===== src/drive_state_io_pkg.sv =====
// Purpose: shared constants and types for the drive state indicator
// Assumes: one system clock, synchronous reset
// Notes:   operating states keep their documented numbering
package drive_state_io_pkg;

    // ----------------------------------------------------------------
    // register map
    // ----------------------------------------------------------------
    localparam logic [15:0] ENA_FRES_CFG_OFFSET = 16'h0568;
    localparam logic [15:0] ENA_FRES_CFG_RESET  = 16'h0000;
    localparam int          ENA_FRES_SEL_LSB    = 0;
    localparam int          ENA_FRES_SEL_MSB    = 1;

    // enable-input fault reset selections
    localparam logic [1:0]  FRES_OFF            = 2'h0;
    localparam logic [1:0]  RESET_ON_FALL       = 2'h1;
    localparam logic [1:0]  RESET_ON_RISE       = 2'h2;

    // disable reaction selections
    localparam logic        DISABLE_IMMEDIATE   = 1'h0;
    localparam logic        DISABLE_AFTER_HALT  = 1'h1;

    // status output function codes
    localparam logic [1:0]  OUT_FN_NO_FAULT     = 2'h0;
    localparam logic [1:0]  OUT_FN_ACTIVE       = 2'h1;
    localparam logic [1:0]  OUT_FN_OFF          = 2'h2;
    localparam logic [1:0]  OUT_ZERO_FN_RESET   = 2'h0;
    localparam logic [1:0]  OUT_ONE_FN_RESET    = 2'h1;

    // ----------------------------------------------------------------
    // operating states
    // ----------------------------------------------------------------
    typedef enum logic [3:0] {
        ST_START        = 4'h1,
        ST_NOT_READY    = 4'h2,
        ST_SW_ON_DIS    = 4'h3,
        ST_READY        = 4'h4,
        ST_SWITCHED_ON  = 4'h5,
        ST_OP_ENABLED   = 4'h6,
        ST_QUICK_STOP   = 4'h7,
        ST_FAULT_REACT  = 4'h8,
        ST_FAULT        = 4'h9
    } op_state_t;

endpackage


===== src/drive_state_io_indicator.sv =====
// Purpose: operating state indication on two status outputs and state
//          transitions from enable and fault-reset inputs
// Assumes: one 100 MHz clock, synchronous active-high reset
// Notes:   upstream events (errors, fieldbus, halt done) arrive as pulses
`timescale 1ns/10ps
`default_nettype none

// Summary of operation
// RULE1 - no-fault is high in Ready, Switched On and Operation Enabled only.
// RULE2 - active indication is high only in Operation Enabled.
// RULE3 - after reset output zero shows no-fault and output one shows active.
// RULE4 - a class 1 panel error reset returns Quick Stop to Operation Enabled.
// RULE5 - a class 2 or 3 panel error reset moves Fault to Switch On Disabled.
// RULE6 - an enable rising edge requests the enable transition.
// RULE7 - an enable falling edge disables from Operation Enabled or Quick Stop.
// RULE8 - enable edges act only on an input assigned the enable function.
// RULE9 - a two-bit setting picks no, falling or rising enable fault reset.
// RULE10 - a new enable fault-reset setting applies at the next stage enable.
// RULE11 - a fault-reset rising edge clears Fault or resumes a class 1 stop.
// RULE12 - fault-reset edges act only on an input assigned that function.
// RULE13 - a disable in Operation Enabled halts first or cuts as selected.
// RULE14 - a disable in Quick Stop cuts the power stage at once.
// RULE15 - the controller removes an error's cause before a fault reset.
// RULE16 - both inputs are synchronised; each enable edge and each fault-reset rising edge gives a one-cycle event.
module drive_state_io_indicator (
    input  wire logic        i_clk_sys,
    input  wire logic        i_reset,
    input  wire logic        i_clk_en,
    input  wire logic        i_enable_pin,
    input  wire logic        i_fault_reset_pin,
    input  wire logic        i_enable_fn_assigned,
    input  wire logic        i_fault_reset_fn_assigned,
    input  wire logic        i_panel_error_reset,
    input  wire logic        i_error_class1,
    input  wire logic        i_error_class23,
    input  wire logic        i_fault_react_done,
    input  wire logic        i_init_done,
    input  wire logic        i_ready_request,
    input  wire logic        i_halt_done,
    input  wire logic        i_disable_reaction_select,
    input  wire logic [1:0]  i_out_zero_fn,
    input  wire logic [1:0]  i_out_one_fn,
    input  wire logic        i_out_fn_write,
    input  wire logic        i_reg_write,
    input  wire logic        i_reg_read,
    input  wire logic [15:0] i_reg_addr,
    input  wire logic [15:0] i_reg_wdata,
    output logic      [15:0] o_reg_rdata,
    output logic             o_status_output_zero,
    output logic             o_status_output_one,
    output logic             o_power_stage_on,
    output logic             o_halt_active,
    output logic      [3:0]  o_op_state
);

    // ----------------------------------------------------------------
    // input synchronisers and edge detection
    // ----------------------------------------------------------------
    logic [2:0] ena_sync_r;
    logic [2:0] fres_sync_r;

    // third stage keeps the previous sample for edge compare
    always_ff @(posedge i_clk_sys) begin
        if (i_reset) begin
            ena_sync_r  <= 3'h0;
            fres_sync_r <= 3'h0;
        end else if (i_clk_en) begin
            ena_sync_r  <= {ena_sync_r[1:0], i_enable_pin};        // RULE16
            fres_sync_r <= {fres_sync_r[1:0], i_fault_reset_pin};  // RULE16
        end
    end

    // edges only from the second and third stage, never the first
    wire ena_rise  = ena_sync_r[1] & ~ena_sync_r[2] & i_clk_en;   // RULE16
    wire ena_fall  = ~ena_sync_r[1] & ena_sync_r[2] & i_clk_en;   // RULE16
    wire fres_rise = fres_sync_r[1] & ~fres_sync_r[2] & i_clk_en; // RULE16

    wire ena_rise_ev  = ena_rise & i_enable_fn_assigned;          // RULE8
    wire ena_fall_ev  = ena_fall & i_enable_fn_assigned;          // RULE8
    wire fres_rise_ev = fres_rise & i_fault_reset_fn_assigned;    // RULE12

    // ----------------------------------------------------------------
    // configuration register
    // ----------------------------------------------------------------
    logic [15:0]                   cfg_r;
    logic [1:0]                    fres_sel_act_r;
    logic                          class1_stop_r;
    drive_state_io_pkg::op_state_t state_r;
    drive_state_io_pkg::op_state_t state_nxt;

    wire cfg_hit = (i_reg_addr == drive_state_io_pkg::ENA_FRES_CFG_OFFSET);
    wire cfg_wr  = i_reg_write & cfg_hit & i_clk_en;

    // stored value only; the active copy is taken at power stage enable
    always_ff @(posedge i_clk_sys) begin
        if (i_reset) begin
            cfg_r <= drive_state_io_pkg::ENA_FRES_CFG_RESET;     // RULE9
        end else if (cfg_wr) begin
            cfg_r <= i_reg_wdata;
        end
    end

    wire [1:0] cfg_sel =
        cfg_r[drive_state_io_pkg::ENA_FRES_SEL_MSB:
              drive_state_io_pkg::ENA_FRES_SEL_LSB];

    wire stage_enabling = (state_nxt == drive_state_io_pkg::ST_OP_ENABLED)
                        & (state_r == drive_state_io_pkg::ST_SWITCHED_ON);

    // latching at enable avoids a mid-run change of reset behaviour
    always_ff @(posedge i_clk_sys) begin
        if (i_reset) begin
            fres_sel_act_r <= drive_state_io_pkg::FRES_OFF;
        end else if (i_clk_en && stage_enabling) begin
            fres_sel_act_r <= cfg_sel;                            // RULE10
        end
    end

    // read data; unmapped offsets read zero
    always_ff @(posedge i_clk_sys) begin
        if (i_reset) begin
            o_reg_rdata <= 16'h0000;
        end else if (i_clk_en && i_reg_read) begin
            o_reg_rdata <= cfg_hit ? cfg_r : 16'h0000;
        end
    end

    // ----------------------------------------------------------------
    // fault reset sources
    // ----------------------------------------------------------------
    wire ena_fres = ((fres_sel_act_r == drive_state_io_pkg::RESET_ON_FALL)
                     & ena_fall_ev)
                  | ((fres_sel_act_r == drive_state_io_pkg::RESET_ON_RISE)
                     & ena_rise_ev);                              // RULE9
    wire panel_rst = i_panel_error_reset & i_clk_en;
    wire fault_rst = fres_rise_ev | ena_fres | panel_rst;         // RULE11

    // ----------------------------------------------------------------
    // operating state machine
    // ----------------------------------------------------------------
    logic halt_r;

    always_comb begin
        state_nxt = state_r;
        case (state_r)
            drive_state_io_pkg::ST_START: begin
                state_nxt = drive_state_io_pkg::ST_NOT_READY;
            end
            drive_state_io_pkg::ST_NOT_READY: begin
                if (i_init_done) begin
                    state_nxt = drive_state_io_pkg::ST_SW_ON_DIS;
                end
            end
            drive_state_io_pkg::ST_SW_ON_DIS: begin
                if (i_ready_request) begin
                    state_nxt = drive_state_io_pkg::ST_READY;
                end
            end
            drive_state_io_pkg::ST_READY: begin
                if (ena_rise_ev) begin
                    state_nxt = drive_state_io_pkg::ST_SWITCHED_ON;
                end
            end
            drive_state_io_pkg::ST_SWITCHED_ON: begin
                if (ena_fall_ev) begin
                    state_nxt = drive_state_io_pkg::ST_SW_ON_DIS;
                end else begin
                    state_nxt = drive_state_io_pkg::ST_OP_ENABLED; // RULE6
                end
            end
            drive_state_io_pkg::ST_OP_ENABLED: begin
                if (i_error_class1) begin
                    state_nxt = drive_state_io_pkg::ST_QUICK_STOP;
                end else if (halt_r && i_halt_done) begin
                    state_nxt = drive_state_io_pkg::ST_SW_ON_DIS;  // RULE13
                end else if (ena_fall_ev && !halt_r &&
                             i_disable_reaction_select ==
                             drive_state_io_pkg::DISABLE_IMMEDIATE) begin
                    state_nxt = drive_state_io_pkg::ST_SW_ON_DIS;  // RULE7
                end
            end
            drive_state_io_pkg::ST_QUICK_STOP: begin
                if (ena_fall_ev) begin
                    state_nxt = drive_state_io_pkg::ST_SW_ON_DIS;  // RULE14
                end else if (fault_rst && class1_stop_r) begin
                    state_nxt = drive_state_io_pkg::ST_OP_ENABLED; // RULE4
                end
            end
            drive_state_io_pkg::ST_FAULT_REACT: begin
                if (i_fault_react_done) begin
                    state_nxt = drive_state_io_pkg::ST_FAULT;
                end
            end
            drive_state_io_pkg::ST_FAULT: begin
                if (fault_rst) begin
                    state_nxt = drive_state_io_pkg::ST_SW_ON_DIS;  // RULE5
                end
            end
            default: begin
                state_nxt = drive_state_io_pkg::ST_START;
            end
        endcase
        // class 2/3 errors override from any non-fault state
        if (i_error_class23 &&
            state_r != drive_state_io_pkg::ST_FAULT &&
            state_r != drive_state_io_pkg::ST_FAULT_REACT) begin
            state_nxt = drive_state_io_pkg::ST_FAULT_REACT;
        end
    end

    // gate all upstream inputs, pulses included, by the clock enable
    always_ff @(posedge i_clk_sys) begin
        if (i_reset) begin
            state_r <= drive_state_io_pkg::ST_START;
        end else if (i_clk_en) begin
            state_r <= state_nxt;
        end
    end

    // quick stop from a class 1 error is resumable by fault reset
    always_ff @(posedge i_clk_sys) begin
        if (i_reset) begin
            class1_stop_r <= 1'b0;
        end else if (i_clk_en) begin
            if (state_r == drive_state_io_pkg::ST_OP_ENABLED &&
                i_error_class1) begin
                class1_stop_r <= 1'b1;
            end else if (state_nxt != drive_state_io_pkg::ST_QUICK_STOP) begin
                class1_stop_r <= 1'b0;
            end
        end
    end

    // halt deceleration pending before the power stage is cut
    wire halt_start = ena_fall_ev &
        (state_r == drive_state_io_pkg::ST_OP_ENABLED) &
        (i_disable_reaction_select == drive_state_io_pkg::DISABLE_AFTER_HALT);

    always_ff @(posedge i_clk_sys) begin
        if (i_reset) begin
            halt_r <= 1'b0;
        end else if (i_clk_en) begin
            if (state_nxt != drive_state_io_pkg::ST_OP_ENABLED) begin
                halt_r <= 1'b0;
            end else if (halt_start) begin
                halt_r <= 1'b1;                                   // RULE13
            end
        end
    end

    // ----------------------------------------------------------------
    // status output routing
    // ----------------------------------------------------------------
    logic [1:0] out_zero_fn_r;
    logic [1:0] out_one_fn_r;

    always_ff @(posedge i_clk_sys) begin
        if (i_reset) begin
            out_zero_fn_r <= drive_state_io_pkg::OUT_ZERO_FN_RESET; // RULE3
            out_one_fn_r  <= drive_state_io_pkg::OUT_ONE_FN_RESET;  // RULE3
        end else if (i_clk_en && i_out_fn_write) begin
            out_zero_fn_r <= i_out_zero_fn;
            out_one_fn_r  <= i_out_one_fn;
        end
    end

    // indication decoded from the next state so outputs track state_r
    wire no_fault_nxt = (state_nxt == drive_state_io_pkg::ST_READY)
                      | (state_nxt == drive_state_io_pkg::ST_SWITCHED_ON)
                      | (state_nxt == drive_state_io_pkg::ST_OP_ENABLED); // RULE1
    wire active_nxt   = (state_nxt == drive_state_io_pkg::ST_OP_ENABLED); // RULE2

    wire zero_val = (out_zero_fn_r == drive_state_io_pkg::OUT_FN_NO_FAULT)
                  ? no_fault_nxt
                  : (out_zero_fn_r == drive_state_io_pkg::OUT_FN_ACTIVE)
                  & active_nxt;
    wire one_val  = (out_one_fn_r == drive_state_io_pkg::OUT_FN_NO_FAULT)
                  ? no_fault_nxt
                  : (out_one_fn_r == drive_state_io_pkg::OUT_FN_ACTIVE)
                  & active_nxt;

    always_ff @(posedge i_clk_sys) begin
        if (i_reset) begin
            o_status_output_zero <= 1'b0;
            o_status_output_one  <= 1'b0;
            o_power_stage_on     <= 1'b0;
            o_halt_active        <= 1'b0;
            o_op_state           <= drive_state_io_pkg::ST_START;
        end else if (i_clk_en) begin
            o_status_output_zero <= zero_val;                     // RULE1
            o_status_output_one  <= one_val;                      // RULE2
            o_power_stage_on     <= active_nxt |
                (state_nxt == drive_state_io_pkg::ST_QUICK_STOP);
            o_halt_active        <= (halt_start | halt_r) &
                (state_nxt == drive_state_io_pkg::ST_OP_ENABLED);
            o_op_state           <= state_nxt;
        end
    end

endmodule
`default_nettype wire


===== config.mk =====
export PLATFORM = sky130hd
export DESIGN_NAME = drive_state_io_indicator
export DESIGN_NICKNAME = d
export VERILOG_FILES = /design/src/drive_state_io_pkg.sv /design/src/drive_state_io_indicator.sv
export SDC_FILE = /design/constraint.sdc
export NUM_CORES = 1
export LEC_CHECK = 0
export BUFFER_PORTS_ARGS = -buffer_cell sky130_fd_sc_hd__buf_4
export CAP_MARGIN = 20
export CORE_UTILIZATION = 45
export CTS_CLUSTER_DIAMETER = 120
export DETAILED_ROUTE_END_ITERATION = 8
export PLACE_DENSITY = 0.84
export REMOVE_ABC_BUFFERS = 1
export SLEW_MARGIN = 20
export SYNTH_ARGS = -nofsm -noshare
export SYNTH_HDL_FRONTEND = slang
export SYNTH_SLANG_ARGS = --single-unit

===== constraint.sdc =====
create_clock -name i_clk_sys -period 1.7 [get_ports i_clk_sys]
set_input_delay 0.17 -clock i_clk_sys [delete_from_list [all_inputs] [get_ports i_clk_sys]]
set_output_delay 0.17 -clock i_clk_sys [all_outputs]
set_load 0.02 [all_outputs]

==> impl_metrics.csv, run 1 <==
group,metric,value,unit
synthesis,ys_warn_count,0,
die,start_util,47.2,%
synthesis,yosysUniqueCellTypes,47,
clock_tree,numCtsBuffers,5,
die,die_w,75.7,um
sta,rsz0062_at_grt,"true",
finish,diodes,0,
clock_tree,clk_latency,290,ps
power_and_ir_drop,p_leak,1.44,nW
global_route,grt_usage,23.5,%
power_and_ir_drop,power_density,693,nW/um^2
setup_path,crit_type,"reg2reg",
sta,slew_headroom,68.5,%
placement,place_inst,445,
finish,final_common_cell,"buf_4",
sta,finClkSkew,4.29,ps
clock_tree,h-tree-depth,2,
finish,stdcell_area,3450,sq um
sta,setup_viol,10,
global_route,grt_max_degree,48,
sta,period_needed,1890,ps
drt,vias,2444,
synthesis,synth_seq_cells,54,
drt,drtAntennaViolNets,0,
setup_path,worstPathArrival,2110,ps
worst_hold_path,min_path_type,"in2reg",
drt,finalWirelength,6460,um
placement,gp_congestion,0.938,
die,num_rows,26,
finish,area_growth,41.5,%
synthesis,yosysSeqAreaShare,44.3,%
setup_path,reg2reg_slack,-190,ps
global_route,grt_pass1_vias,2284,
synthesis,synthesis.area,2440,sq um
sta,hold_viol,0,
global_route,grt_pass1_wl,10200,um
clock_tree,cts_sinks,54,
clock_tree,hold_buffers,0,
drt,wl_per_cell,14.1,um
sta,timing.fmax,530,MHz
synthesis,ys_async_sr_fraction,0,%
finish,final_cell_mix,"buf_4, nand2_1, dfxtp_1",
die,dieArea,5720,sq um
sta,finalCritPeriodShare,111,%
global_route,grt_overflow,0,
placement,dpl_worst_slack,-189,ps
finish,drive_gt1_share,36.1,%
run_status,status,"finished with violations",
synthesis,synthFlopType,"dfxtp_1",
drt,vias_per_cell,5.34,
drt,dr.first_iter.drc_count,106,
setup_path,r2r-end,"fres_sel_act_r[0]$_SDFFE_PP0P_",
placement,io_buffers,77,
placement,dp_hpwl,4620,um
setup_path,crit_start,"o_op_state[2]$_SDFFE_PP0P_",
global_route,antenna_found_initial,0,
synthesis,synth_cells,287,
setup_path,critPathCaptureType,"flop",
synthesis,synth_edf_count,0,
finish,fin_cells,458,
sta,worst_slack,-187,ps
setup_path,setup.worst_path.end,"fres_sel_act_r[0]$_SDFFE_PP0P_",
finish,final_nets,443,
die,core_area,5170,sq um
setup_path,critPathLaunchType,"flop",
setup_path,cp_data_required_time,1920,ps
run_status,failed_checks,"setup timing",
setup_path,r2r-start,"o_op_state[2]$_SDFFE_PP0P_",
run,maxCapViolCount,0,
clock_tree,cts_tree,"built",
finish,fillCellCount,416,
power_and_ir_drop,total_power,0.00239,W
drt,dr.pass1.iters,4,
sta,hold_ws,116,ps
die,dieHeight,75.7,um
power_and_ir_drop,vdd_ir_drop_max,0.505,mV
synthesis,syn_avg_cell_area,8.51,sq um
setup_path,crit_path_max_fanout,6,
setup_path,reg2reg_depth,7,
sta,slew_violations,0,
placement,placed_area,3270,sq um
drt,drc_errors,0,
sta,tightest_slew,472,ps
die,ios,78,
clock_tree,root_buffer,"clkbuf_8",
clock_tree,cts_max_path_buffers,2,
clock_tree,clkSlewWorstSetupHoldPaths,90,ps
[timing repair]
action	in CTS	in global routing
pin swaps	11	7
setup endpoints to repair	10	11
setup buffers	6	2
resized for setup	10	4
[registers in the layout (all words and copies together), names as in the netlist]
register              flops
fres_sync_r               3
o_power_stage_on          1
o_status_output_one       1
o_reg_rdata              16
out_zero_fn_r             2
ena_sync_r                3
class1_stop_r             1
o_halt_active             1
o_op_state                4
fres_sel_act_r            2
halt_r                    1
out_one_fn_r              2
o_status_output_zero      1
cfg_r                    16
[final cells by class]
type	count	area [sq um]	share of cell area, %
multi-input combinational	209	1290	37.4
inverter	4	15.0	0.435
timing repair buffer	115	891	25.8
clock buffer	6	82.6	2.39
sequential	54	1090	31.4
tap	70	87.6	2.54
[Yosys cell counts, drive strengths merged, types with 2 or more instances]
master | n | area share [%]
nor4bb | 4 | 1.6
a211oi | 2 | 0.61
a32o | 3 | 1.2
o31a | 2 | 0.72
nor4b | 4 | 1.4
inv | 4 | 0.61
nor3 | 4 | 1.2
nor3b | 4 | 1.7
nor2b | 2 | 0.51
nand3 | 21 | 4.3
mux2i | 12 | 4.9
and3 | 3 | 0.77
clkbuf | 13 | 2.0
a21oi | 40 | 8.2
a31oi | 2 | 0.51
nand2 | 57 | 8.8
nand2b | 5 | 1.3
a221oi | 2 | 1.2
nor2 | 19 | 2.9
nand3b | 2 | 0.61
dfxtp | 54 | 44
buf | 7 | 1.4
[worst min-delay path by stage]
stage               startpoint  depth (start not counted)  slack, ps                          to
2_1_floorplan          i_reset                          1        240       cfg_r[0]$_SDFFE_PP0P_
3_3_place_gp      i_enable_pin                          3        410  ena_sync_r[0]$_SDFFE_PP0P_
3_5_place_dp      i_enable_pin                          3        420  ena_sync_r[0]$_SDFFE_PP0P_
4_1_cts         i_reg_wdata[6]                          3        110       cfg_r[6]$_SDFFE_PP0P_
5_1_grt        i_reg_wdata[11]                          3        120      cfg_r[11]$_SDFFE_PP0P_
6_report        i_reg_wdata[5]                          3        120       cfg_r[5]$_SDFFE_PP0P_
[power breakdown]
group	total, W	switching [W]	internal (W)
combinational	0.000405	0.000186	0.000219
sequential	0.00130	0.0000144	0.00128
clock	0.000690	0.000375	0.000315
[critical path: stages (launching register included)]
cell and delay (ps):
dfxtp_2 350, buf_4 160, and3b_1 250, a211oi_2 60, o31a_1 320, nor3_2 160, and4b_2 310, mux2i_1 200
[cell families (layout without fill, tap and decap cells)]
logic type / count (synthesis) / count (layout) / synth area share (%)
buf+inv: 24 / 125 / 4.05
simple gates: 134 / 134 / 28.4
flops: 54 / 54 / 44.3
mux: 12 / 12 / 4.92
compound gates: 63 / 63 / 18.3
[per-layer routing]
metal / wire [um] / GRT usage [%] / up-vias
met5: 0 / 0 / -
met2: 3270 / 41.7 / 89
met3: 336 / 4.89 / 8
li1: - / - / 1214
met1: 2800 / 28.5 / 1133
met4: 58 / 7.41 / 0
[per-stage QoR]
step	utilization (%)	setup TNS (ps)
after floorplan	-	-2410
after global placement	63.2	-566
after detailed placement	63.2	-1270
after CTS	66.2	-1250
after global routing	66.8	-2160
final	66.8	-1370
Note: power is estimated with default switching activity, not from simulation.
==> run 2: changes to the inputs <==
- CAP_MARGIN: 20 -> default
- CORE_ASPECT_RATIO: default -> 0.6
==> impl_metrics.csv, run 2 (synthesis gave the netlist of run 1 again) <==
group,metric,value,unit
sta,worst_slack,-185,ps
sta,slew_headroom,62.6,%
clock_tree,hold_buffers,0,
global_route,grt_usage,24.9,%
run_status,failed_checks,"setup timing",
sta,setup_viol,9,
setup_path,crit_path_max_fanout,5,
sta,finalCritPeriodShare,111,%
clock_tree,clkSlewWorstSetupHoldPaths,90,ps
clock_tree,h-tree-depth,2,
sta,tightest_slew,560,ps
run,maxCapViolCount,0,
drt,wl_per_cell,15.5,um
power_and_ir_drop,vdd_ir_drop_max,0.519,mV
die,die_w,97.1,um
finish,stdcell_area,3560,sq um
power_and_ir_drop,p_comb_share,16.6,%
global_route,grt_pass1_wl,11300,um
die,num_rows,20,
setup_path,critPathCaptureType,"flop",
global_route,grt_util_met2,38.6,%
die,dieArea,5730,sq um
placement,io_buffers,77,
clock_tree,cts_tree,"built",
drt,vias_per_cell,5.43,
finish,final_common_cell,"buf_4",
global_route,grtUsageMet1,36.4,%
global_route,grt_max_degree,58,
power_and_ir_drop,clkPwrFrac,33.2,%
clock_tree,root_buffer,"clkbuf_8",
setup_path,r2r-start,"o_op_state[1]$_SDFFE_PP0P_",
power_and_ir_drop,p_leak,1.47,nW
power_and_ir_drop,p_switching,0.000628,W
placement,gp_congestion,0.899,
setup_path,cp_data_required_time,1870,ps
setup_path,crit_slowest_cell,"dfxtp_4",
setup_path,crit_top_cell,"a221oi_2",
sta,period_needed,1890,ps
drt,finalWirelength,7120,um
global_route,grt_overflow,0,
die,start_util,47.6,%
die,ios,78,
die,core_area,5130,sq um
drt,dr.pass1.iters,4,
power_and_ir_drop,total_power,0.00258,W
global_route,busiest_layer,"met2",
clock_tree,cts_max_path_buffers,2,
setup_path,critPathLaunchType,"flop",
die,dieHeight,59.1,um
drt,drc_errors,0,
setup_path,worstPathArrival,2060,ps
sta,finClkSkew,2.73,ps
run_status,status,"finished with violations",
clock_tree,numCtsBuffers,5,
sta,rsz0062_at_grt,"true",
clock_tree,cts_sinks,54,
setup_path,crit_type,"reg2reg",
finish,final_cell_mix,"buf_4, nand2_1, dfxtp_1",
drt,drtAntennaViolNets,0,
setup_path,crit_start,"o_op_state[1]$_SDFFE_PP0P_",
setup_path,critPathMaxStageDelay,370,ps
placement,dpl_worst_slack,-287,ps
placement,dp_hpwl,5020,um
finish,final_util,69.3,%
worst_hold_path,worstHoldStart,"i_fault_reset_pin",
sta,hold_viol,0,
finish,drive_gt1_share,39.3,%
placement,placed_area,3270,sq um
global_route,antenna_found_initial,0,
worst_hold_path,min_path_type,"in2reg",
drt,vias,2488,
drt,dr.first_iter.drc_count,128,
sta,slew_violations,0,
setup_path,crit_chain,"buf_6, and4bb_2, a22o_1, a221oi_2, o311ai_4, a221oi_2, nor3_2",
power_and_ir_drop,p_seq_share,50.2,%
finish,final_nets,445,
sta,timing.fmax,530,MHz
finish,diodes,0,
finish,fillCellCount,401,
power_and_ir_drop,power_density,726,nW/um^2
power_and_ir_drop,p_sw_share,24.3,%
finish,reg_top3,"cfg_r x16, o_reg_rdata x16, o_op_state x4",
finish,area_growth,45.7,%
global_route,groute.layer.met3.usage,5.31,%
global_route,grt_pass1_vias,2359,
sta,hold_ws,103,ps
clock_tree,clk_latency,300,ps
power_and_ir_drop,internal_power,0.00195,W
## run 2: power groups by stage
stage / clock [W] / sequential [W] / combinational, W
5_1_grt: 0.000924 / 0.00130 / 0.000455
4_1_cts: 0.000869 / 0.00130 / 0.000403
3_5_place_dp: 0 / 0.00133 / 0.000381
6_report: 0.000856 / 0.00130 / 0.000429
2_1_floorplan: 0 / 0.00134 / 0.000135
3_3_place_gp: 0 / 0.00132 / 0.000375
## run 2: worst max-delay path, delay by kind of cell, from the launching register on
family	cells	cell delay [ps]
compound gates	4	970
buf+inv	1	110
flops	1	370
simple gates	2	310
## run 2: metrics by stage
stage	TNS, ps	std cells
after floorplan	-2410	267
after global routing	-1700	458
after global placement	-2240	442
after CTS	-1240	454
final	-1140	458
after detailed placement	-2140	442
## run 2: final timing paths
| kind | to | slack, ps | depth (start not counted) |
|---|---|---|---|
| worst max-delay path | class1_stop_r$_SDFFE_PP0P_ | -190 | 7 |
| worst min-delay path | fres_sync_r[0]$_SDFFE_PP0P_ | 100 | 3 |
| worst max register to register | class1_stop_r$_SDFFE_PP0P_ | -190 | 7 |
| worst min register to register | o_reg_rdata[13]$_SDFFE_PP0P_ | 460 | 2 |
## run 2: cell type report
cell class              instances  area (sq um)  area share, %
repair buffers                117           913           25.7
flip-flops and latches         54          1100           30.9
multi-input cells             209          1330           37.5
clock buffers                   5          68.8           1.94
well taps                      66          82.6           2.32
inverters                       4          15.0          0.422
clock inverters                 3          43.8           1.23
## run 2: metal layers
metal / part of all wire (%) / routed length [um] / vias up
met5: 0 / 0 / -
met2: 43 / 3100 / 82
met4: 0.35 / 25 / 0
met1: 48 / 3420 / 1177
met3: 8.1 / 578 / 4
li1: - / - / 1225
## run 2: timing repair
item | CTS | global route
endpoints found under the setup margin | 12 | 10
resized for setup | 18 | 13
pin swaps | 18 | 12
setup buffers | 5 | 4
